**src/verilog/l1_cache_defines.vh**
```
`ifndef L1_CACHE_DEFINES_VH
`define L1_CACHE_DEFINES_VH

// ----------------------------------------
// core control register layout
// ----------------------------------------
`define CTL_WIDTH        2
`define CTL_IC_BIT       0
`define CTL_DC_BIT       1
`define CTL_RESET        2'h0

// ----------------------------------------
// cache geometry
// ----------------------------------------
`define LINE_COUNT       16
`define INDEX_WIDTH      4
`define ADDR_WIDTH       32
`define DATA_WIDTH       32
`define TAG_WIDTH        28
`define TAG_LSB          4

// ----------------------------------------
// port selects
// ----------------------------------------
`define PORT_D           1'h0
`define PORT_I           1'h1

`endif

```
**src/verilog/line_store.v**
```verilog
`timescale 1ns/1ps
`include "l1_cache_defines.vh"

// one cache array: valid bits, tags and data, registered read
module line_store (
    // clock and reset
    input  wire                        clock,
    input  wire                        rst_n,
    // lookup
    input  wire [`INDEX_WIDTH-1:0]     rdIndex,
    output reg                         rdValid_q,
    output reg  [`TAG_WIDTH-1:0]       rdTag_q,
    output reg  [`DATA_WIDTH-1:0]      rdData_q,
    // update
    input  wire                        wrEn,
    input  wire [`INDEX_WIDTH-1:0]     wrIndex,
    input  wire [`TAG_WIDTH-1:0]       wrTag,
    input  wire [`DATA_WIDTH-1:0]      wrData,
    // invalidate
    input  wire                        invEn,
    input  wire [`INDEX_WIDTH-1:0]     invIndex,
    input  wire                        invAll
);
    reg [`LINE_COUNT-1:0] valid_q;
    reg [`TAG_WIDTH-1:0]  tagMem [0:`LINE_COUNT-1];
    reg [`DATA_WIDTH-1:0] dataMem [0:`LINE_COUNT-1];

    // ----------------------------------------
    // valid bits, one flop each
    // ----------------------------------------
    genvar g;
    generate
        for (g = 0; g < `LINE_COUNT; g = g + 1) begin : gValid
            always @(posedge clock or negedge rst_n) begin
                if (!rst_n) begin
                    valid_q[g] <= 1'b0;
                // clear beats fill: a snoop racing a fill must not leave a stale line valid
                end else if (invAll || (invEn && invIndex == g)) begin
                    valid_q[g] <= 1'b0;
                end else if (wrEn && wrIndex == g) begin
                    valid_q[g] <= 1'b1;
                end
            end
        end
    endgenerate

    // ----------------------------------------
    // arrays, no reset
    // ----------------------------------------
    always @(posedge clock) begin
        if (wrEn) begin
            tagMem[wrIndex]  <= wrTag;
            dataMem[wrIndex] <= wrData;
        end
    end

    always @(posedge clock or negedge rst_n) begin
        if (!rst_n) begin
            rdValid_q <= 1'b0;
            rdTag_q   <= {`TAG_WIDTH{1'b0}};
            rdData_q  <= {`DATA_WIDTH{1'b0}};
        end else begin
            rdValid_q <= valid_q[rdIndex];
            rdTag_q   <= tagMem[rdIndex];
            rdData_q  <= dataMem[rdIndex];
        end
    end

endmodule

```
**src/verilog/l1_cache_enable_control.v**
```verilog
`timescale 1ns/1ps
`include "l1_cache_defines.vh"

module l1_cache_enable_control #(
    parameter DC_BUILT = 1,
    parameter IC_BUILT = 1
) (
    // clock and reset
    input  wire                        clock,
    input  wire                        rst_n,
    // control register access
    input  wire                        ctlWrite,
    input  wire [`CTL_WIDTH-1:0]       ctlWrData,
    output wire [`CTL_WIDTH-1:0]       ctlRdData,
    // data side request from core
    input  wire                        dReq,
    input  wire                        dWrite,
    input  wire                        dIo,
    input  wire [`ADDR_WIDTH-1:0]      dAddr,
    input  wire [`DATA_WIDTH-1:0]      dWrData,
    output wire                        dReady,
    output reg                         dDone_q,
    output reg  [`DATA_WIDTH-1:0]      dRdData_q,
    // instruction side request from core
    input  wire                        iReq,
    input  wire [`ADDR_WIDTH-1:0]      iAddr,
    output wire                        iReady,
    output reg                         iDone_q,
    output reg  [`DATA_WIDTH-1:0]      iRdData_q,
    // software cache maintenance
    input  wire                        dFlushLine,
    input  wire                        iInvalidateAll,
    input  wire [`INDEX_WIDTH-1:0]     maintIndex,
    // coherency snoop from other agents
    input  wire                        snoopValid,
    input  wire [`ADDR_WIDTH-1:0]      snoopAddr,
    // lower cache level
    output reg                         lowReq_q,
    output reg                         lowWrite_q,
    output reg  [`ADDR_WIDTH-1:0]      lowAddr_q,
    output reg  [`DATA_WIDTH-1:0]      lowWrData_q,
    input  wire                        lowAck,
    input  wire [`DATA_WIDTH-1:0]      lowRdData
);
    localparam IDLE   = 2'h0;
    localparam LOOKUP = 2'h1;
    localparam LOWER  = 2'h2;

    // ----------------------------------------
    // control register
    // ----------------------------------------
    reg  [`CTL_WIDTH-1:0] ctl_q;
    wire [`CTL_WIDTH-1:0] builtMask;
    assign builtMask[`CTL_DC_BIT] = (DC_BUILT != 0);
    assign builtMask[`CTL_IC_BIT] = (IC_BUILT != 0);

    always @(posedge clock or negedge rst_n) begin
        if (!rst_n) begin
            ctl_q <= `CTL_RESET;
        end else if (ctlWrite) begin
            ctl_q <= ctlWrData & builtMask;
        end
    end
    assign ctlRdData = ctl_q & builtMask;

    wire dcOn = ctl_q[`CTL_DC_BIT];
    wire icOn = ctl_q[`CTL_IC_BIT];

    // ----------------------------------------
    // shared sequencer, one request at a time
    // ----------------------------------------
    reg  [1:0]               state_q;
    reg                      port_q;
    reg                      write_q;
    reg                      useCache_q;
    reg  [`ADDR_WIDTH-1:0]   addr_q;
    reg  [`DATA_WIDTH-1:0]   wdata_q;

    wire idle = (state_q == IDLE);
    // data wins when both ask; fetches wait until the data access is done
    assign dReady = idle;
    assign iReady = idle && !dReq;
    wire takeD = idle && dReq;
    wire takeI = idle && !dReq && iReq;

    wire [`INDEX_WIDTH-1:0] lookIndex = addr_q[`TAG_LSB +: `INDEX_WIDTH];
    wire [`TAG_WIDTH-1:0]   lookTag   = addr_q[`ADDR_WIDTH-1:`TAG_LSB];
    // arrays read at take time, so their registered answer is ready in lookup
    wire [`INDEX_WIDTH-1:0] readIndex = takeD ? dAddr[`TAG_LSB +: `INDEX_WIDTH] :
                                        takeI ? iAddr[`TAG_LSB +: `INDEX_WIDTH] : lookIndex;

    wire                    dValid;
    wire [`TAG_WIDTH-1:0]   dTag;
    wire [`DATA_WIDTH-1:0]  dData;
    wire                    iValid;
    wire [`TAG_WIDTH-1:0]   iTag;
    wire [`DATA_WIDTH-1:0]  iData;

    wire dHit = dValid && (dTag == lookTag);
    wire iHit = iValid && (iTag == lookTag);
    wire hit  = (port_q == `PORT_D) ? dHit : iHit;

    // ----------------------------------------
    // array update: fills and store hits only while enabled; invalidates happen regardless
    // ----------------------------------------
    wire fill    = (state_q == LOWER) && lowAck && useCache_q;
    wire wHit    = (state_q == LOOKUP) && write_q && dHit;
    wire dWrEn   = (port_q == `PORT_D) && (fill || wHit) && dcOn;
    wire iWrEn   = (port_q == `PORT_I) && fill && icOn;
    wire [`DATA_WIDTH-1:0] fillData = write_q ? wdata_q : lowRdData;

    // a remote store drops the line at the snooped index, whatever its tag, so data stays coherent
    wire [`INDEX_WIDTH-1:0] snoopIndex = snoopAddr[`TAG_LSB +: `INDEX_WIDTH];
    wire dInv = dFlushLine || snoopValid;
    wire [`INDEX_WIDTH-1:0] dInvIndex = snoopValid ? snoopIndex : maintIndex;

    line_store dStore (
        .clock     (clock),
        .rst_n     (rst_n),
        .rdIndex   (readIndex),
        .rdValid_q (dValid),
        .rdTag_q   (dTag),
        .rdData_q  (dData),
        .wrEn      (dWrEn),
        .wrIndex   (lookIndex),
        .wrTag     (lookTag),
        .wrData    (fillData),
        .invEn     (dInv),
        .invIndex  (dInvIndex),
        .invAll    (1'b0)
    );

    // fetches get no snoop: software keeps them consistent
    line_store iStore (
        .clock     (clock),
        .rst_n     (rst_n),
        .rdIndex   (readIndex),
        .rdValid_q (iValid),
        .rdTag_q   (iTag),
        .rdData_q  (iData),
        .wrEn      (iWrEn),
        .wrIndex   (lookIndex),
        .wrTag     (lookTag),
        .wrData    (lowRdData),
        .invEn     (1'b0),
        .invIndex  (maintIndex),
        .invAll    (iInvalidateAll)
    );

    // ----------------------------------------
    // request sequencer
    // ----------------------------------------
    always @(posedge clock or negedge rst_n) begin
        if (!rst_n) begin
            state_q     <= IDLE;
            port_q      <= `PORT_D;
            write_q     <= 1'b0;
            useCache_q  <= 1'b0;
            addr_q      <= {`ADDR_WIDTH{1'b0}};
            wdata_q     <= {`DATA_WIDTH{1'b0}};
            lowReq_q    <= 1'b0;
            lowWrite_q  <= 1'b0;
            lowAddr_q   <= {`ADDR_WIDTH{1'b0}};
            lowWrData_q <= {`DATA_WIDTH{1'b0}};
            dDone_q     <= 1'b0;
            dRdData_q   <= {`DATA_WIDTH{1'b0}};
            iDone_q     <= 1'b0;
            iRdData_q   <= {`DATA_WIDTH{1'b0}};
        end else begin
            dDone_q <= 1'b0;
            iDone_q <= 1'b0;
            case (state_q)
                IDLE: begin
                    if (takeD) begin
                        port_q     <= `PORT_D;
                        write_q    <= dWrite;
                        addr_q     <= dAddr;
                        wdata_q    <= dWrData;
                        // io never cached; disabled cache bypassed entirely
                        useCache_q <= dcOn && !dIo;
                        state_q    <= (dcOn && !dIo) ? LOOKUP : LOWER;
                        lowReq_q   <= !(dcOn && !dIo);
                        lowWrite_q <= dWrite;
                        lowAddr_q  <= dAddr;
                        lowWrData_q <= dWrData;
                    end else if (takeI) begin
                        port_q     <= `PORT_I;
                        write_q    <= 1'b0;
                        addr_q     <= iAddr;
                        useCache_q <= icOn;
                        state_q    <= icOn ? LOOKUP : LOWER;
                        lowReq_q   <= !icOn;
                        lowWrite_q <= 1'b0;
                        lowAddr_q  <= iAddr;
                    end
                end
                LOOKUP: begin
                    if (!write_q && hit) begin
                        state_q <= IDLE;
                        if (port_q == `PORT_D) begin
                            dDone_q   <= 1'b1;
                            dRdData_q <= dData;
                        end else begin
                            iDone_q   <= 1'b1;
                            iRdData_q <= iData;
                        end
                    end else begin
                        // stores write through so lower levels stay current
                        state_q  <= LOWER;
                        lowReq_q <= 1'b1;
                    end
                end
                LOWER: begin
                    if (lowAck) begin
                        state_q  <= IDLE;
                        lowReq_q <= 1'b0;
                        if (port_q == `PORT_D) begin
                            dDone_q   <= 1'b1;
                            dRdData_q <= write_q ? wdata_q : lowRdData;
                        end else begin
                            iDone_q   <= 1'b1;
                            iRdData_q <= lowRdData;
                        end
                    end
                end
                default: begin
                    state_q  <= IDLE;
                    lowReq_q <= 1'b0;
                end
            endcase
        end
    end

endmodule

```
**config.mk**
```make
export PLATFORM = sky130hd
export DESIGN_NAME = l1_cache_enable_control
export DESIGN_NICKNAME = d
export VERILOG_FILES = /design/src/verilog/line_store.v /design/src/verilog/l1_cache_enable_control.v
export VERILOG_INCLUDE_DIRS = /design/src /design/src/verilog
export SDC_FILE = /design/constraint.sdc
export NUM_CORES = 2
export LEC_CHECK = 0
export ABC_AREA = 1
export BUFFER_PORTS_ARGS = -buffer_cell sky130_fd_sc_hd__buf_2
export CORE_MARGIN = 10
export CORE_UTILIZATION = 56
export DETAILED_ROUTE_END_ITERATION = 12
export GPL_TIMING_DRIVEN = 0
export PLACE_DENSITY_LB_ADDON = 0.05
export SLEW_MARGIN = 20
export SYNTH_ARGS = -nofsm -noshare
export SYNTH_HDL_FRONTEND = slang
export SYNTH_SLANG_ARGS = --single-unit
```
**constraint.sdc**
```tcl
create_clock -name clock -period 5.51 [get_ports clock]
set_clock_uncertainty 0.2 [all_clocks]
set_input_delay 1.102 -clock clock [delete_from_list [all_inputs] [get_ports clock]]
set_output_delay 1.102 -clock clock [all_outputs]
set_load 0.02 [all_outputs]
```
==> results.md <==
* Setup bufs post-CTS at 0
* Area grow syn2layout at 14.52%
* Post-DRT Antenna Nets at 0
* Fin. max-slew vios at 0
* Main combinational cell family by area after synthesis: compound AO/OA/AOI/OAI gates
* DRT Pass-1 Iters at 8
* Final non-filler cell total at 10102
* GP Congestion at 0.9136
* CTS Buffer Depth at 3
* TritonCTS clock tree: done
* Die Span Y at 419.9 um
* DR vias at 63673
* Fillers at 11957
* Xor and xnor area share after synthesis at 0.1271%
* GR Overflow Total at 0
* Final min period at 4.724 ns
* Avg Synthesized Cell Area at 12.40 um2
* Post-synthesis simple-gate area fraction at 6.039%
* WHS Path Cells at 3
* # DRC at 0
* R2R Setup Slk at 0.79 ns
* Share of cells above drive strength 1 at 12.36%
* CP cell instances: inv_1 > ha_1 > nand2_2 > inv_2 > nand2_1 > nand2_1 > o21ai_1 > inv_1 > buf_2 > buf_2 > clkbuf_1 > o211ai_1 > nand3_1 > nand2_1
* Min Hold Slack at 0.2165 ns
* Post-synthesis mux area share at 0.03492%
* Vias in the first global route at 60260
* Routed WL per cell at 30.21 um
* Die area at 0.1763 mm2
* Compound-Gate Fraction of Synth Area at 15.81%
* FF-to-FF End: dStore.rdData_q[27]$_DFF_PN0_
* VDD IR max at 0.4750 mV
* Top cell by count, worst path: nand2_1
* Max Cap Viol at 0
* YS warnings at 0
* Hold_sp: dWrData[29]
* Worst r2r path cells at 14
* Layout net count at 7996
* Initial Util at 56.42%
* Clock latency at the later pin of the worst-skew pair at 0.88 ns
* PostCTS Resize Cnt at 0
* Area after DPL at 0.09554 mm2
* Slew at the pin with the worst max-slew slack at 1.293 ns
* Synthesis-stage register bit count at 2212
* Clock-pin slew on the worst setup and hold paths at 0.06 ns
* CP peak stage delay at 0.84 ns
* Kind of critical path: reg -> reg
* # IOs at 313
* Required @ worst endpoint at 6.06 ns
* Worst R2R Start: state_q[0]$_DFFE_PN0P_
* Post-DP HPWL at 205700 um
* Rows at 146
* Chip width at 419.9 um
* Fin util at 64.62%
* IO buf count at 283
* Worst Hold Class: in -> reg
* Initial antenna violation count at 22
* CTS Buf Count at 219
* Final Hold Viols at 0
* Synth top area share at 64.37%
* Synth Instances at 7224
* Power per cell area at 636.2 mW/mm2
* Outcome: complete, no violations
* Largest net degree at the start of global routing at 88
* Worst Hold Path EP: wdata_q[29]$_DFFE_PN0P_
* Synth area leaders: edfxtp_1, dfrtp_1, a21oi_1
* Post-synthesis sequential area ratio at 72.53%
* Crit end category: register
* Vias per inst at 6.303
* Yosys cell types at 34
* Dpl cells at 9666
* Critical path startpoint category: register
* Final Power at 65.26 mW
* Mapped Nets at 7404
* Slew headroom at 13.83%
* Finished Cell Area at 0.1026 mm2
* Crit path max fanout at 10
* RSZ-0062 raised after global routing: no
* H-tree levels at 4
* Lkg Pwr at 37.40 nW
* Synth Area in Adders at 0.04191%
* DRT iter0 DRCs at 9303
* Top cell type by total area after synthesis: edfxtp_1
* Global-route usage over all layers at 34.02%
* Clk sinks at 2212
* CORE AREA at 0.1587 mm2
* Root Driver: clkbuf_16
* Critical-path top delay cell: buf_2
* Post-cts hold buffer count at 1
* Synthesized area at 0.08957 mm2
* Critical Path AT at 5.28 ns
* First-pass GRT wire length at 429000 um
* Final setup vio count at 0
* Highest clock rate at 211.7 MHz
* Crit share post-route at 85.74%
* Wirelength, routed at 305200 um
[per-layer routing]
layer  global-route usage (%)  share of wire (%)  up-vias
met4                    16.62                5.4        2
met5                        0             0.0043        -
met2                    51.31                 45     3940
met1                    47.23                 38    31445
li1                         -                  -    27625
met3                    7.133                 11      661
[area by class of cell]
type	count	area (um2)	area share [%]
Multi-Input combinational cell	3841	19770	19.27
Buffer	532	2470	2.408
Clock inverter	109	924.6	0.9014
Tap cell	2072	2592	2.527
Sequential cell	2212	65000	63.36
Inverter	639	2484	2.421
Clock buffer	308	6050	5.898
Antenna cell	18	45.04	0.04391
Timing Repair Buffer	371	3246	3.164
[layout by cell type, fill, tap and decap left out, drive strengths merged, types with 28 or more instances in the layout]
cell type     n
inv         640
o31ai        28
clkbuf      617
nand3       275
a31oi        34
edfxtp     1920
o21ai       987
clkinv       91
nand4        68
buf         593
a21oi       991
nor2        180
nand2       755
o211ai      488
dfrtp       292
[report_power, final]
part	switching [mW]	leakage, nW	internal (mW)	total [mW]
Combinational	20.7	13.2	7.54	28.2
Clock	6.44	3.38	8.20	14.6
Sequential	1.52	20.9	20.9	22.4
[worst max-delay path: cells and delay by family (launching register included)]
family | cells | cell delay [ns]
simple gates | 5 | 0.66
flops | 1 | 0.39
buf+inv | 6 | 2.67
fa+ha+maj | 1 | 0.32
compound gates | 2 | 0.33
[cell usage after synthesis, drive strengths merged]
master     n
inv      637
edfxtp  1920
o211ai   488
a21oi    991
and3       1
dfrtp    292
xor2       2
nand3    275
ha         3
nand3b     2
o21ai    987
nor3       7
mux2i      2
xnor2     11
o22ai      3
nor2     180
clkbuf   309
buf      223
nand2    755
a31oi     34
clkinv     2
mux2       1
nand4     68
o31ai     28
or2        3
[worst max path at each step]
stage / from / to / slack, ns / depth (start not counted)
2_1_floorplan: lowAck / iStore.dataMem[7][0]$_DFFE_PP_ / -0.77 / 3
5_1_grt: state_q[0]$_DFFE_PN0P_ / dStore.rdData_q[23]$_DFF_PN0_ / 0.83 / 14
6_report: state_q[0]$_DFFE_PN0P_ / dStore.rdData_q[27]$_DFF_PN0_ / 0.79 / 14
4_1_cts: addr_q[4]$_DFFE_PN0P_ / dRdData_q[25]$_DFFE_PN0P_ / 0.73 / 15
3_3_place_gp: addr_q[7]$_DFFE_PN0P_ / iStore.dataMem[10][26]$_DFFE_PP_ / -6.74 / 4
3_5_place_dp: dReq / dStore.rdData_q[27]$_DFF_PN0_ / 0.51 / 11
[per-stage QoR]
stage          TNS [ns]  setup slack [ns]
6_report              0            0.7856
5_1_grt               0            0.8251
4_1_cts               0            0.7347
3_5_place_dp          0            0.5103
3_3_place_gp   -3318.33            -6.744
2_1_floorplan   -139.54           -0.7670
[kinds of logic (layout without fill, tap and decap cells)]
logic type / count (synthesis) / in the layout
compound gates: 2531 / 2531
xor+xnor: 13 / 13
fa+ha+maj: 3 / 3
buf+inv: 1171 / 1959
flops: 2212 / 2212
mux: 3 / 3
other cells: 0 / 18
simple gates: 1291 / 1291
[sequential cells by signal, summed over array words and instances (netlist names), 2 cells and up]
signal           cells
addr_q              32
ctlRdData            2
dRdData_q           32
dStore.dataMem     512
dStore.rdData_q     32
dStore.rdTag_q      28
dStore.tagMem      448
dStore.valid_q      16
iRdData_q           32
iStore.dataMem     512
iStore.rdData_q     32
iStore.rdTag_q      28
iStore.tagMem      448
iStore.valid_q      16
state_q              2
wdata_q             32
(Power assumes the default switching activity.)
